File: src/pkg/adc_defs.vh
// adc_defs.vh: constants for the drive command decode and control block
// assumes: included by hdl/adc_top.v; byte-wide host port, 125 MHz clock
// Functional notes
// - command write sets busy, drops pending irq, aborts unknown codes
// - 20h normal read with retries, 21h without; bit 0 kills retries
// - 22h long read with retries, 23h long read without; bit 1 long
// - 30h normal write with retries, 31h without retries
// - 32h long write with retries, 33h long write without retries
// - 40h verify with retries, 41h without, 3ch write then verify
// - c8/c9 dma read, ca/cb dma write, c4/c5 multiple, c6, e4, e8, ef
// - 7xh seek, 1xh recalibrate, 50h format, 90h diagnostic
// - 94h/e0h standby now, 95h/e1h idle now, timeout kept
// - 96h/e2h standby, 97h/e3h idle load timeout; 98h/e5h query, 99h/e6h sleep
// - f8h native max, f9h set max, ech identify, 91h init geometry
// - each command flags which parameter registers it uses
// - alternate status read equals status, leaves irq pending
// - control write: bit 2 software reset, bit 1 irq disable
// - device stays in reset while software reset bit is set
// - irq line driven when disable is 0, released when 1
// - pending irq appears when disable clears; disable resets to 0
// - digital input read leaves data bit 7 undriven; writes ignored
// - bit 6 write gate, bits 5..2 inverted head number
// - bit 1 low if drive 1 selected, bit 0 low if drive 0
// - main status read clears pending irq
// - busy is bit 7 of both status views
`ifndef ADC_DEFS_VH
`define ADC_DEFS_VH

// ==========================================
// port addresses
`define ADC_PORT_STATUS 10'h1f7
`define ADC_PORT_ALTCTL 10'h3f6
`define ADC_PORT_DIGIN 10'h3f7

// ==========================================
// field positions
`define ADC_CTL_SOFTWARE_RESET_HOLD_BIT 2
`define ADC_CTL_IRQDIS_BIT 1
`define ADC_STS_BUSY_BIT 7
`define ADC_CODE_NORETRY_BIT 0
`define ADC_CODE_LONG_BIT 1

// ==========================================
// operation classes
`define ADC_OP_INVALID 5'h00
`define ADC_OP_READ 5'h01
`define ADC_OP_WRITE 5'h02
`define ADC_OP_VERIFY 5'h03
`define ADC_OP_WR_VERIFY 5'h04
`define ADC_OP_DMA_READ 5'h05
`define ADC_OP_DMA_WRITE 5'h06
`define ADC_OP_MULT_READ 5'h07
`define ADC_OP_MULT_WRITE 5'h08
`define ADC_OP_SET_MULT 5'h09
`define ADC_OP_BUF_READ 5'h0a
`define ADC_OP_BUF_WRITE 5'h0b
`define ADC_OP_FEATURES 5'h0c
`define ADC_OP_SEEK 5'h0d
`define ADC_OP_RECAL 5'h0e
`define ADC_OP_FORMAT 5'h0f
`define ADC_OP_DIAG 5'h10
`define ADC_OP_STANDBY_NOW 5'h11
`define ADC_OP_IDLE_NOW 5'h12
`define ADC_OP_STANDBY 5'h13
`define ADC_OP_IDLE 5'h14
`define ADC_OP_POWER_QUERY 5'h15
`define ADC_OP_SLEEP 5'h16
`define ADC_OP_NATIVE_MAX 5'h17
`define ADC_OP_SET_MAX 5'h18
`define ADC_OP_IDENTIFY 5'h19
`define ADC_OP_INIT_GEOM 5'h1a

// ==========================================
// parameter use mask: features, count, start, cylinder, drive/head, drive only
`define ADC_PU_F 6'h20
`define ADC_PU_SC 6'h10
`define ADC_PU_SN 6'h08
`define ADC_PU_CYL 6'h04
`define ADC_PU_SDH 6'h02
`define ADC_PU_DRV 6'h01

// ==========================================
// timing
`define ADC_CLK_NS 8
`define ADC_SOFTWARE_RESET_HOLD_MIN_NS 5000
`define ADC_SOFTWARE_RESET_HOLD_MIN_CYC ((`ADC_SOFTWARE_RESET_HOLD_MIN_NS + `ADC_CLK_NS - 1) / `ADC_CLK_NS)

`endif

File: src/hdl/adc_top.v
// adc_top.v: command decode, status views, device control, drive state input
// assumes: host port strobes and address come from synchronous host-side logic;
// write gate, head and drive select levels are asynchronous pins
`include "adc_defs.vh"
`timescale 1ns/10ps
`default_nettype none

module adc_top (
    // clock and reset
    input wire clock_in,
    input wire software_reset_hold_in,
    // host port
    input wire [9:0] port_addr_in,
    input wire port_wr_in,
    input wire port_rd_in,
    input wire [7:0] port_wdata_in,
    output reg [7:0] port_rdata_out,
    output wire port_rdata_b7_oe_out,
    // drive side status from execution engine
    input wire cmd_done_in,
    input wire irq_event_in,
    input wire [6:0] status_low_in,
    // drive pins
    input wire write_gate_sense_n_in,
    input wire [3:0] head_select_in,
    input wire drive_sel_in,
    // host interrupt line, open drive
    output wire host_irq_out,
    output wire host_irq_oe_out,
    // decoded command
    output reg cmd_start_out,
    output reg cmd_abort_out,
    output reg [4:0] cmd_op_out,
    output reg cmd_noretry_out,
    output reg cmd_long_out,
    output reg cmd_timeout_load_out,
    output reg [5:0] cmd_params_out,
    // control
    output wire software_reset_hold_out,
    output wire host_irq_disable_out
);

// ==========================================
// decode functions
function [4:0] op_of;
    input [7:0] code;
    begin
        op_of = `ADC_OP_INVALID;
        if (code[7:4] == 4'h7) begin
            op_of = `ADC_OP_SEEK;
        end else if (code[7:4] == 4'h1) begin
            op_of = `ADC_OP_RECAL;
        end else begin
            case (code)
                8'h20, 8'h21, 8'h22, 8'h23: op_of = `ADC_OP_READ;
                8'h30, 8'h31, 8'h32, 8'h33: op_of = `ADC_OP_WRITE;
                8'h40, 8'h41: op_of = `ADC_OP_VERIFY;
                8'h3c: op_of = `ADC_OP_WR_VERIFY;
                8'hc8, 8'hc9: op_of = `ADC_OP_DMA_READ;
                8'hca, 8'hcb: op_of = `ADC_OP_DMA_WRITE;
                8'hc4: op_of = `ADC_OP_MULT_READ;
                8'hc5: op_of = `ADC_OP_MULT_WRITE;
                8'hc6: op_of = `ADC_OP_SET_MULT;
                8'he4: op_of = `ADC_OP_BUF_READ;
                8'he8: op_of = `ADC_OP_BUF_WRITE;
                8'hef: op_of = `ADC_OP_FEATURES;
                8'h50: op_of = `ADC_OP_FORMAT;
                8'h90: op_of = `ADC_OP_DIAG;
                8'h94, 8'he0: op_of = `ADC_OP_STANDBY_NOW;
                8'h95, 8'he1: op_of = `ADC_OP_IDLE_NOW;
                8'h96, 8'he2: op_of = `ADC_OP_STANDBY;
                8'h97, 8'he3: op_of = `ADC_OP_IDLE;
                8'h98, 8'he5: op_of = `ADC_OP_POWER_QUERY;
                8'h99, 8'he6: op_of = `ADC_OP_SLEEP;
                8'hf8: op_of = `ADC_OP_NATIVE_MAX;
                8'hf9: op_of = `ADC_OP_SET_MAX;
                8'hec: op_of = `ADC_OP_IDENTIFY;
                8'h91: op_of = `ADC_OP_INIT_GEOM;
                default: op_of = `ADC_OP_INVALID;
            endcase
        end
    end
endfunction

function [5:0] params_of;
    input [4:0] op;
    begin
        case (op)
            `ADC_OP_READ, `ADC_OP_WRITE, `ADC_OP_VERIFY, `ADC_OP_WR_VERIFY,
            `ADC_OP_DMA_READ, `ADC_OP_DMA_WRITE, `ADC_OP_MULT_READ,
            `ADC_OP_MULT_WRITE, `ADC_OP_SET_MAX:
                params_of = `ADC_PU_SC | `ADC_PU_SN | `ADC_PU_CYL | `ADC_PU_SDH;
            `ADC_OP_SEEK: params_of = `ADC_PU_SN | `ADC_PU_CYL | `ADC_PU_SDH;
            `ADC_OP_FORMAT: params_of = `ADC_PU_CYL | `ADC_PU_SDH;
            `ADC_OP_FEATURES: params_of = `ADC_PU_F | `ADC_PU_DRV;
            `ADC_OP_INIT_GEOM: params_of = `ADC_PU_SC | `ADC_PU_SDH;
            `ADC_OP_SET_MULT: params_of = `ADC_PU_SC | `ADC_PU_DRV;
            `ADC_OP_NATIVE_MAX: params_of = `ADC_PU_SDH;
            `ADC_OP_DIAG, `ADC_OP_IDENTIFY, `ADC_OP_BUF_READ, `ADC_OP_BUF_WRITE,
            `ADC_OP_RECAL:
                params_of = `ADC_PU_DRV;
            default: params_of = 6'h00;
        endcase
    end
endfunction

// variant bits only mean something for the read, write, verify and dma read/write classes
function has_retry_bit;
    input [4:0] op;
    begin
        has_retry_bit = (op == `ADC_OP_READ) || (op == `ADC_OP_WRITE) ||
            (op == `ADC_OP_VERIFY) || (op == `ADC_OP_DMA_READ) ||
            (op == `ADC_OP_DMA_WRITE);
    end
endfunction

// ==========================================
// pin synchronisers
reg [5:0] pin_meta_reg;
reg [5:0] pin_sync_reg;

always @(posedge clock_in) begin
    pin_meta_reg <= {write_gate_sense_n_in, head_select_in, drive_sel_in};
    pin_sync_reg <= pin_meta_reg;
end

// ==========================================
// state
reg busy_reg;
reg irq_pend_reg;
reg software_reset_hold_hold_reg;
reg irq_dis_reg;
reg [7:0] digin_reg;

wire cmd_wr = port_wr_in && (port_addr_in == `ADC_PORT_STATUS) && !software_reset_hold_hold_reg;
wire ctl_wr = port_wr_in && (port_addr_in == `ADC_PORT_ALTCTL);
wire sts_rd = port_rd_in && (port_addr_in == `ADC_PORT_STATUS);
wire [4:0] op_now = op_of(port_wdata_in);
wire [7:0] status_byte = {busy_reg, status_low_in};

assign software_reset_hold_out = software_reset_hold_hold_reg;
assign host_irq_disable_out = irq_dis_reg;
assign host_irq_out = irq_pend_reg;
assign host_irq_oe_out = !irq_dis_reg;
assign port_rdata_b7_oe_out = !(port_addr_in == `ADC_PORT_DIGIN);

// ==========================================
// device control register
always @(posedge clock_in) begin
    if (software_reset_hold_in) begin
        software_reset_hold_hold_reg <= 1'b0;
        irq_dis_reg <= 1'b0;
    end else if (ctl_wr) begin
        software_reset_hold_hold_reg <= port_wdata_in[`ADC_CTL_SOFTWARE_RESET_HOLD_BIT];
        irq_dis_reg <= port_wdata_in[`ADC_CTL_IRQDIS_BIT];
    end
end

// ==========================================
// busy, interrupt and command launch
always @(posedge clock_in) begin
    if (software_reset_hold_in || software_reset_hold_hold_reg) begin
        // held in reset while the software reset bit is set
        busy_reg <= 1'b1;
        irq_pend_reg <= 1'b0;
        cmd_start_out <= 1'b0;
        cmd_abort_out <= 1'b0;
        cmd_op_out <= `ADC_OP_INVALID;
        cmd_noretry_out <= 1'b0;
        cmd_long_out <= 1'b0;
        cmd_timeout_load_out <= 1'b0;
        cmd_params_out <= 6'h00;
    end else begin
        cmd_start_out <= 1'b0;
        cmd_abort_out <= 1'b0;
        if (cmd_wr) begin
            busy_reg <= 1'b1;
            cmd_op_out <= op_now;
            cmd_params_out <= params_of(op_now);
            cmd_noretry_out <= has_retry_bit(op_now) &&
                port_wdata_in[`ADC_CODE_NORETRY_BIT];
            cmd_long_out <= ((op_now == `ADC_OP_READ) || (op_now == `ADC_OP_WRITE)) &&
                port_wdata_in[`ADC_CODE_LONG_BIT];
            cmd_timeout_load_out <= (op_now == `ADC_OP_STANDBY) ||
                (op_now == `ADC_OP_IDLE);
            if (op_now == `ADC_OP_INVALID) begin
                cmd_abort_out <= 1'b1;
            end else begin
                cmd_start_out <= 1'b1;
            end
        end else if (cmd_done_in) begin
            busy_reg <= 1'b0;
        end
        // a new event wins over a clearing read or command write
        if (irq_event_in) begin
            irq_pend_reg <= 1'b1;
        end else if (cmd_wr || sts_rd) begin
            irq_pend_reg <= 1'b0;
        end
    end
end

// ==========================================
// digital input register
always @(posedge clock_in) begin
    if (software_reset_hold_in) begin
        digin_reg <= 8'h00;
    end else begin
        digin_reg[7] <= 1'b0;
        digin_reg[6] <= pin_sync_reg[5];
        digin_reg[5:2] <= ~pin_sync_reg[4:1];
        digin_reg[1] <= !pin_sync_reg[0];
        digin_reg[0] <= pin_sync_reg[0];
    end
end

// ==========================================
// read data
always @(posedge clock_in) begin
    if (software_reset_hold_in) begin
        port_rdata_out <= 8'h00;
    end else if (port_addr_in == `ADC_PORT_STATUS ||
                 port_addr_in == `ADC_PORT_ALTCTL) begin
        port_rdata_out <= status_byte;
    end else if (port_addr_in == `ADC_PORT_DIGIN) begin
        port_rdata_out <= digin_reg;
    end else begin
        port_rdata_out <= 8'h00;
    end
end

endmodule

`default_nettype wire

File: config.mk
export PLATFORM = sky130hd
export DESIGN_NAME = adc_top
export DESIGN_NICKNAME = d
export VERILOG_FILES = /design/src/hdl/adc_top.v
export VERILOG_INCLUDE_DIRS = /design/src /design/src/pkg
export SDC_FILE = /design/constraint.sdc
export NUM_CORES = 1
export LEC_CHECK = 0
export BUFFER_PORTS_ARGS = -buffer_cell sky130_fd_sc_hd__buf_2
export CELL_PAD_IN_SITES_DETAIL_PLACEMENT = 0
export CELL_PAD_IN_SITES_GLOBAL_PLACEMENT = 2
export CORE_MARGIN = 2
export CORE_UTILIZATION = 27
export CTS_CLUSTER_SIZE = 40
export DETAILED_ROUTE_END_ITERATION = 12
export PLACE_DENSITY = 0.73
export SLEW_MARGIN = 0
export SYNTH_ARGS = -nofsm -noshare
export SYNTH_HDL_FRONTEND = slang
export SYNTH_SLANG_ARGS = --single-unit
export TNS_END_PERCENT = 50
File: constraint.sdc
create_clock -name clock_in -period 2.45 [get_ports clock_in]
set_input_delay 0.49 -clock clock_in [delete_from_list [all_inputs] [get_ports clock_in]]
set_output_delay 0.49 -clock clock_in [all_outputs]
set_load 0.005 [all_outputs]
* Word-level counts from Yosys, hierarchy flattened
Memory sizes are Yosys's and may differ from the RTL's. A register that Yosys moved wholly into a read port is not among the register bits.
Index checks and enable logic that the tools add are counted.
** Storage, ports and cells
- Bits in registers :: 42
- Bits in latches :: 0
- Bits in writable memories :: 0
- ROM bits :: 192
- Logic and storage cells :: 111
- Memories :: 1
** Cells by class
- Add/subtract/negate cells :: 0
- Multiply operators :: 0
- Divide/modulo/power cells :: 0
- Order comparisons :: 0
- Equal/unequal tests :: 51
- Shift-type cells :: 0
- Multiplexer cells :: 9
- Bitwise logic cells :: 2
- Reductions and logical operators :: 33
** Memories
- (no name shown) :: depth 32, width 6, rd ports 1, clocked after memory_dff 1, wr ports 0, RTL line adc_top.v:88 : case (op)
** Operator list (number)
- $eq A8 B8 Y1 const B :: 27
- $pmux W5 S24 :: 1
- $eq A8 B6 Y1 const B :: 9
- $eq A8 B7 Y1 const B :: 3
- $reduce_or A2 Y1 :: 11
- $eq A10 B10 Y1 const B :: 2
- $mux W8 :: 2
- $eq A10 B9 Y1 const B :: 1
- $eq A5 B2 Y1 const B :: 2
- $eq A5 B3 Y1 const B :: 2
- $eq A5 B5 Y1 const B :: 2
- $mux W5 :: 2
- $logic_or A1 B1 Y1 :: 8
- $reduce_or A4 Y1 :: 2
- $logic_and A1 B1 Y1 :: 6
- $eq A5 B1 Y1 const B :: 1
- $logic_not A5 Y1 :: 1
- $eq A4 B1 Y1 const B :: 1
- $eq A4 B3 Y1 const B :: 1
- $logic_not A1 Y1 :: 4
- $mux W1 :: 4
- $not A4 Y4 :: 1
- $reduce_bool A2 Y1 :: 1
- $not A1 Y1 :: 1

* Logic depth before layout (Yosys ltp)
Gate-level depths: netlist of the first run.
- Depth in word-level cells :: 11
- Gate-level depth with buffers :: 10
- Gate-level depth less buffers :: 7

* Worst setup path before layout of the first run
No wires, ideal clock.
- Path kind :: input to register
- Start point :: input port_wdata_in[7]
- End point :: register cmd_noretry_out
- Arrival time :: 2467 ps
- Required time :: 2333 ps
- Path slack :: -134 ps
- Stages :: 9
- Path buffers :: 3
- Cell sequence :: buf_2 -> and4b_1 -> buf_6 -> a32oi_2 -> o21ai_2 -> or3_1 -> buf_2 -> or4_4 -> a32o_1
** On the way
- Cells in the longest elaborated chain, start to end :: 11
- Elaborated cells between the ends (all ways) :: 65
** Ends and longest elaborated chain
- from (decl) :: RTL line adc_top.v:16 : input wire [7:0] port_wdata_in,
- $eq A8 B6 Y1, or another cell as far along :: RTL line adc_top.v:54 : case (code)
- $reduce_or A4 Y1 / $reduce_or A2 Y1 (equally long branches) :: RTL line adc_top.v:54
- $pmux W5 S24 :: RTL line adc_top.v:54
- $mux W5 :: RTL line adc_top.v:51 : end else if (code[7:4] == 4'h1) begin
- $mux W5 * :: RTL line adc_top.v:49 : if (code[7:4] == 4'h7) begin
- $eq A5 B1 Y1 (no line) / $eq A5 B2 Y1 (equally long branches)
- $logic_or A1 B1 Y1 (3 in a row) :: RTL line adc_top.v:111 : has_retry_bit = (op == `ADC_OP_READ) || (op == `ADC_OP_WRITE) ||
- $logic_or A1 B1 Y1 * :: RTL line adc_top.v:111
- $logic_and A1 B1 Y1 * :: RTL line adc_top.v:180 : cmd_noretry_out <= has_retry_bit(op_now) &&
- to (signal assigned) :: RTL line adc_top.v:180
- to (decl) :: RTL line adc_top.v:34 : output reg cmd_noretry_out,
Mark *: on every way between the ends. The rest lies on a longest branch, timed or not.
A chain may end at the register's enable or synchronous reset.

* Worst setup path after layout of the first run
- Start point :: input port_wdata_in[3]
- End point :: register cmd_params_out[0]
** On the way
- Cells in the longest elaborated chain, start to end :: 5
- Elaborated cells between the ends (all ways) :: 53
** Ends and longest elaborated chain
- $eq A8 B6 Y1, or another cell as far along :: RTL line adc_top.v:54
- $reduce_or A4 Y1 / $reduce_or A2 Y1 (equally long branches) :: RTL line adc_top.v:54
- $pmux W5 S24 * :: RTL line adc_top.v:54
- $mux W5 * :: RTL line adc_top.v:51
- $mux W5 * :: RTL line adc_top.v:49
- to (decl) :: RTL line adc_top.v:37 : output reg [5:0] cmd_params_out,
Marked as above.

==> results.tsv, run 1 <==
metric	value	unit
final hold violations	0	
synthesized instance count	272	
CP required	2.67	ns
storage element area	941	um2
TritonCTS Buffers	5	
DRT Wirelength	6930	um
pin count of the biggest net entering global routing	19	
Post-synth ARST share	0	%
WHS	0.292	ns
final worst setup slack	0.0530	ns
DRC viols	0	
Clock Latency Late Sink	0.29	ns
Detailed Place HPWL	5520	um
DRT antenna net count	0	
gpl congestion	0.876	
DR pass1 iterations	4	
pwr dens	475	nW/um2
CTS tree	built	
max incr delay on CP	0.41	ns
grt met3 use	1.51	%
VDD IR max	0.000222	V
Final Max Slew Viols	0	
worst slack, placed	-0.381	ns
synthesized flop and latch total	47	
prevailing post-synth register cell	dfxtp_1	
Most common cell on crit path	buf_4	
critical path data arrival time	2.62	ns
Avg WL per Cell	13.9	um
Peak Freq	417	MHz
GRT Total Usage	14.2	%
vias in the first global route	2302	
Longest Clk Path Bufs	2	
CTS clk-pin slew, worst paths	0.09	ns
Max Fanout on Critical Path	8	
Design Area, Final	3430	um2
min Tclk post-route	2.40	ns
Cell Rows	34	
Vias/cell	4.88	
synth warn	0	
# setup viols final	0	
DIE HEIGHT	97.7	um
initial antenna violation count	0	
max FFs per register	8	
Netlist cell types	65	
TNS Setup	0	ns
# diodes	0	
Lkg Pwr	1.57	nW
post-synth top area share	39.7	%
CP Launch Type	input port	
status	complete, no violations	
Area contributors post-synth	dfxtp_1 (40%), nor2_1 (4.6%), a22oi_1 (2.8%)	
die area	9550	um2
crit path cell chain	buf_2 -> buf_12 -> nor2b_1 -> a32oi_2 -> o211ai_1 -> buf_4 -> nor4_1 -> buf_4 -> a21oi_1 -> or4_1 -> a22oi_1	
post-route non-filler standard cell count	498	
Seq/Total Area, Yosys	39.7	%
placed insts	488	
fillers	941	
Synth Net Count	309	
grt ovf	0	
CP endpoint kind	flip-flop	
power consumption	1.63	mW
Area Overhead vs Synth	44.8	%
crit path max-delay cell type	or4_1	
DRT iter0 DRCs	112	
reg2reg setup slack	0.85	ns
Mean Syn Cell Area	8.72	um2
Synth top cells by count	dfxtp_1 (47), nor2_1 (29), a21oi_1 (12), nand2_1 (12)	
Hold-fix buffers, CTS	0	
layout cell share with drive strength beyond 1	41.8	%
I/O Buffers	65	
Die Wd	97.7	um
cell taking the most area after synthesis	dfxtp_1	
area occupied by multi-input gates	1360	um2
Core ar.	8640	um2
H-tree Lvls	2	
number of I/O pins	66	
final setup skew	0.00272	ns
MaxCap Viol Count	0	
vias	2429	
first-pass GRT wire length	11300	um
final net count	426	
Post-synth EDFFs	0	
fin crit share	97.8	%
crit path kind	in2reg	
top-count cell post-synth	dfxtp_1	
GRT met1 Usage	19.3	%
initial core utilization	27.5	%
global route hottest layer	met2	
cell area after synthesis	2370	um2
clk root buf	clkbuf_8	
grt met2 use	23.7	%
utilization after layout	39.8	%
HP Class	in2reg	
DP Area	3240	um2
Slew HR	63.5	%
clk sink count	47	
worst slew pin tran	0.543	ns
-- placed cells by master (no fill, tap or decap), drive strengths merged, types with 3 or more instances in the layout --
cell / instances
clkbuf: 7
nor3: 9
a21o: 3
nor3b: 5
and2: 3
and4b: 3
a21oi: 13
mux2i: 4
nor4b: 5
and3: 3
inv: 11
nor4: 5
buf: 130
a22o: 3
dfxtp: 47
nand4b: 3
or4: 3
a22oi: 9
nand2: 12
nor2b: 6
nor4bb: 4
nand3: 11
nor2: 29
o21ai: 11
a31oi: 3
or3: 7
nand4: 5
-- final timing paths --
path | startpoint | end | cells past startpoint
max | port_wdata_in[3] | cmd_params_out[0]$_SDFFE_PP0P_ | 11
min | write_gate_sense_n_in | pin_meta_reg[5]$_DFF_P_ | 1
max reg2reg | software_reset_hold_out$_SDFFE_PP0P_ | cmd_params_out[0]$_SDFFE_PP0P_ | 4
min reg2reg | pin_meta_reg[0]$_DFF_P_ | pin_sync_reg[0]$_DFF_P_ | 0
-- layer usage --
layer,part of all wire (%),up-vias,routed length [um]
li1,-,1255,-
met1,49,1086,3370
met2,46,81,3180
met3,4.2,7,294
met4,1.3,0,87
met5,0,-,0
-- kinds of logic (layout without fill, tap and decap cells) --
family | Yosys count | in the layout | synth area share, %
mux | 5 | 5 | 2.16
compound gates | 65 | 65 | 20.3
xor+xnor | 2 | 2 | 0.739
buf+inv | 32 | 150 | 6.28
simple gates | 121 | 121 | 30.9
flops | 47 | 47 | 39.7
-- layout make-up --
cell class	instances	area share [%]
clock buffers	5	2.00
clock inverters	3	1.35
inverters	10	1.09
multi-input cells	193	39.6
flip-flops and latches	47	27.4
well taps	108	3.94
repair buffers	132	24.6
-- power breakdown --
group          switching [mW]  internal [mW]
clock                   0.259          0.307
combinational           0.138          0.139
sequential            0.00469          0.782
total                   0.402           1.23
-- worst max-delay path, delay by kind of cell --
| kind | cells | cell delay [ns] |
|---|---|---|
| compound gates | 4 | 0.65 |
| simple gates | 3 | 0.84 |
| buf+inv | 4 | 0.63 |
-- repair_timing --
item,in CTS,in global routing
buffers inserted,0,2
pin swaps,0,7
gates resized for setup,2,12
setup endpoints to repair,1,11
No activity file was read; power rests on OpenSTA's default activity.
==> run 2: changes to the inputs <==
- CELL_PAD_IN_SITES_DETAIL_PLACEMENT: 0 -> 1
- CELL_PAD_IN_SITES_GLOBAL_PLACEMENT: 2 -> 1
- CORE_UTILIZATION: 27 -> 34
==> run 2 against run 1 <==
Hold slack got worse by 0.011 ns; die area shrank 20%; utilization grew 14 points; clock skew is 0.0023 ns higher; final area increased by 4.9%; clock power up 3.9%; highest routed layer unchanged; critical path type unchanged; sequential power about the same.
==> results.tsv, run 2 (synthesized netlist as in run 1, its figures left out) <==
metric	value	unit	change
status	complete, no violations		
DRT iter0 DRCs	114		+1.8%
utilization after layout	53.3	%	+14 points
CTS clk-pin slew, worst paths	0.09	ns	about the same
Lkg Pwr	1.67	nW	+6.2%
DRC viols	0		unchanged
layout cell share with drive strength beyond 1	46.9	%	+5.1 points
Hold-fix buffers, CTS	0		unchanged
GRT Total Usage	21.5	%	+7.3 points
Longest Clk Path Bufs	2		unchanged
Worst Setup SP	port_wdata_in[1]		
min Tclk post-route	2.42	ns	+0.0256 ns
Vias/cell	5.46		+12%
# diodes	0		unchanged
most frequent cells in the layout	buf_4 (81), buf_2 (58), dfxtp_1 (47), nor2_1 (27), nand2_1 (12)		
Final Max Slew Viols	0		unchanged
CP Launch Type	input port		
area occupied by multi-input gates	1420	um2	+4.6%
crit path kind	in2reg		
critical path data arrival time	2.64	ns	+0.02 ns
most common cell after layout, fill and taps aside	buf_4		
fillers	822		-13%
DRT Wirelength	8560	um	+23%
grt ovf	0		unchanged
DIE HEIGHT	87.5	um	-10%
pwr dens	473	nW/um2	-0.40%
clk root buf	clkbuf_8		
final net count	441		+3.5%
power consumption	1.70	mW	+4.5%
first-pass GRT wire length	12700	um	+12%
CTS tree	built		
max FFs per register	8		unchanged
reg2reg start	software_reset_hold_out$_SDFFE_PP0P_		
RSZ-0062 raised after global routing	true		
Slew HR	67.4	%	+3.9 points
initial antenna violation count	0		unchanged
Peak Freq	413	MHz	-1.1%
TritonCTS Buffers	5		unchanged
DRT antenna net count	0		unchanged
storage element area	941	um2	unchanged
gpl congestion	0.914		+4.2%
fin crit share	98.9	%	+1.0 points
initial core utilization	35.1	%	+7.6 points
clk sink count	47		unchanged
Cell Rows	30		-12%
MaxCap Viol Count	0		unchanged
Die Wd	87.5	um	-10%
worst slew pin tran	0.482	ns	-0.0605 ns
# setup viols final	0		unchanged
number of I/O pins	66		unchanged
CP endpoint kind	flip-flop		
HP Class	in2reg		
I/O Buffers	65		unchanged
Core ar.	6760	um2	-22%
die area	7660	um2	-20%
vias	2646		+8.9%
H-tree Lvls	2		unchanged
Clock Latency Late Sink	0.30	ns	about the same
pin count of the biggest net entering global routing	19		unchanged
Area Overhead vs Synth	51.9	%	
final hold violations	0		unchanged
Avg WL per Cell	17.7	um	+27%
hold wc startpoint	head_select_in[3]		
final setup skew	0.00504	ns	+0.00232 ns
VDD IR max	0.000379	V	+71%
Max Fanout on Critical Path	8		unchanged
vias in the first global route	2610		+13%
Detailed Place HPWL	6340	um	+15%
CP required	2.67	ns	about the same
DR pass1 iterations	4		unchanged
[run 2: changes by cell type in the layout (fill, tap and decap cells not counted), moves of 2 or more]
cell,delta
a211oi_1,-2
a211oi_2,+2
buf_2,-5
buf_4,+15
buf_6,+5
nor3b_1,-2
nor3b_2,+2
nor4_2,+2
[run 2: area by class of cell]
class                      count  share of cell area, %
multi-input combinational    193                   39.5
timing repair buffer         147                   27.3
sequential                    47                   26.1
tap                           80                   2.78
clock buffer                   5                   1.91
clock inverter                 3                   1.32
inverter                      10                   1.04
[run 2: power by group]
group / switching (mW) / total, mW / internal, mW
Combinational: 0.162 / 0.326 / 0.164
Clock: 0.280 / 0.589 / 0.309
Sequential: 0.00498 / 0.787 / 0.782
Total: 0.447 / 1.70 / 1.26
[run 2: path summary, 6_finish.rpt]
check	endpoint	slack, ns	cells after the start
max	cmd_params_out[0]$_SDFFE_PP0P_	0.03	10
min	pin_meta_reg[4]$_DFF_P_	0.28	1
max reg2reg	cmd_params_out[3]$_SDFFE_PP0P_	0.80	7
min reg2reg	pin_sync_reg[2]$_DFF_P_	0.34	0
[run 2: worst max-delay path, stage by stage]
cell and delay [ns]:
clkbuf_4 0.17, buf_4 0.17, nor3b_2 0.34, a21oi_2 0.08, o32ai_2 0.35, or3_4 0.20, buf_4 0.11, nor4_4 0.04
or4_1 0.49, a22oi_1 0.20
[run 2: through the flow]
step           instances  TNS, ns  setup WS, ns  hold WS (ns)  cell area [um2]
3_5_place_dp         473    -3.94        -0.458         0.313             3290
4_1_cts              482        0      0.000742         0.270             3460
6_report             485        0        0.0274         0.280             3600
2_1_floorplan        272  -0.0347       -0.0209         0.310             2440
3_3_place_gp         473    -3.66        -0.426         0.310             3290
5_1_grt              485  -0.0846       -0.0607         0.262             3600
[run 2: layer usage]
layer	up-vias	GRT usage [%]	wire length, um
met2	72	36.9	4540
met4	0	8.81	142
met3	12	4.27	311
met1	1277	26.1	3560
met5	-	0	0
li1	1285	-	-
[run 2: repair_timing]
item	CTS	global route
buffers inserted	1	4
pin swaps	1	15
setup endpoints to repair	8	9
gates resized for setup	10	34
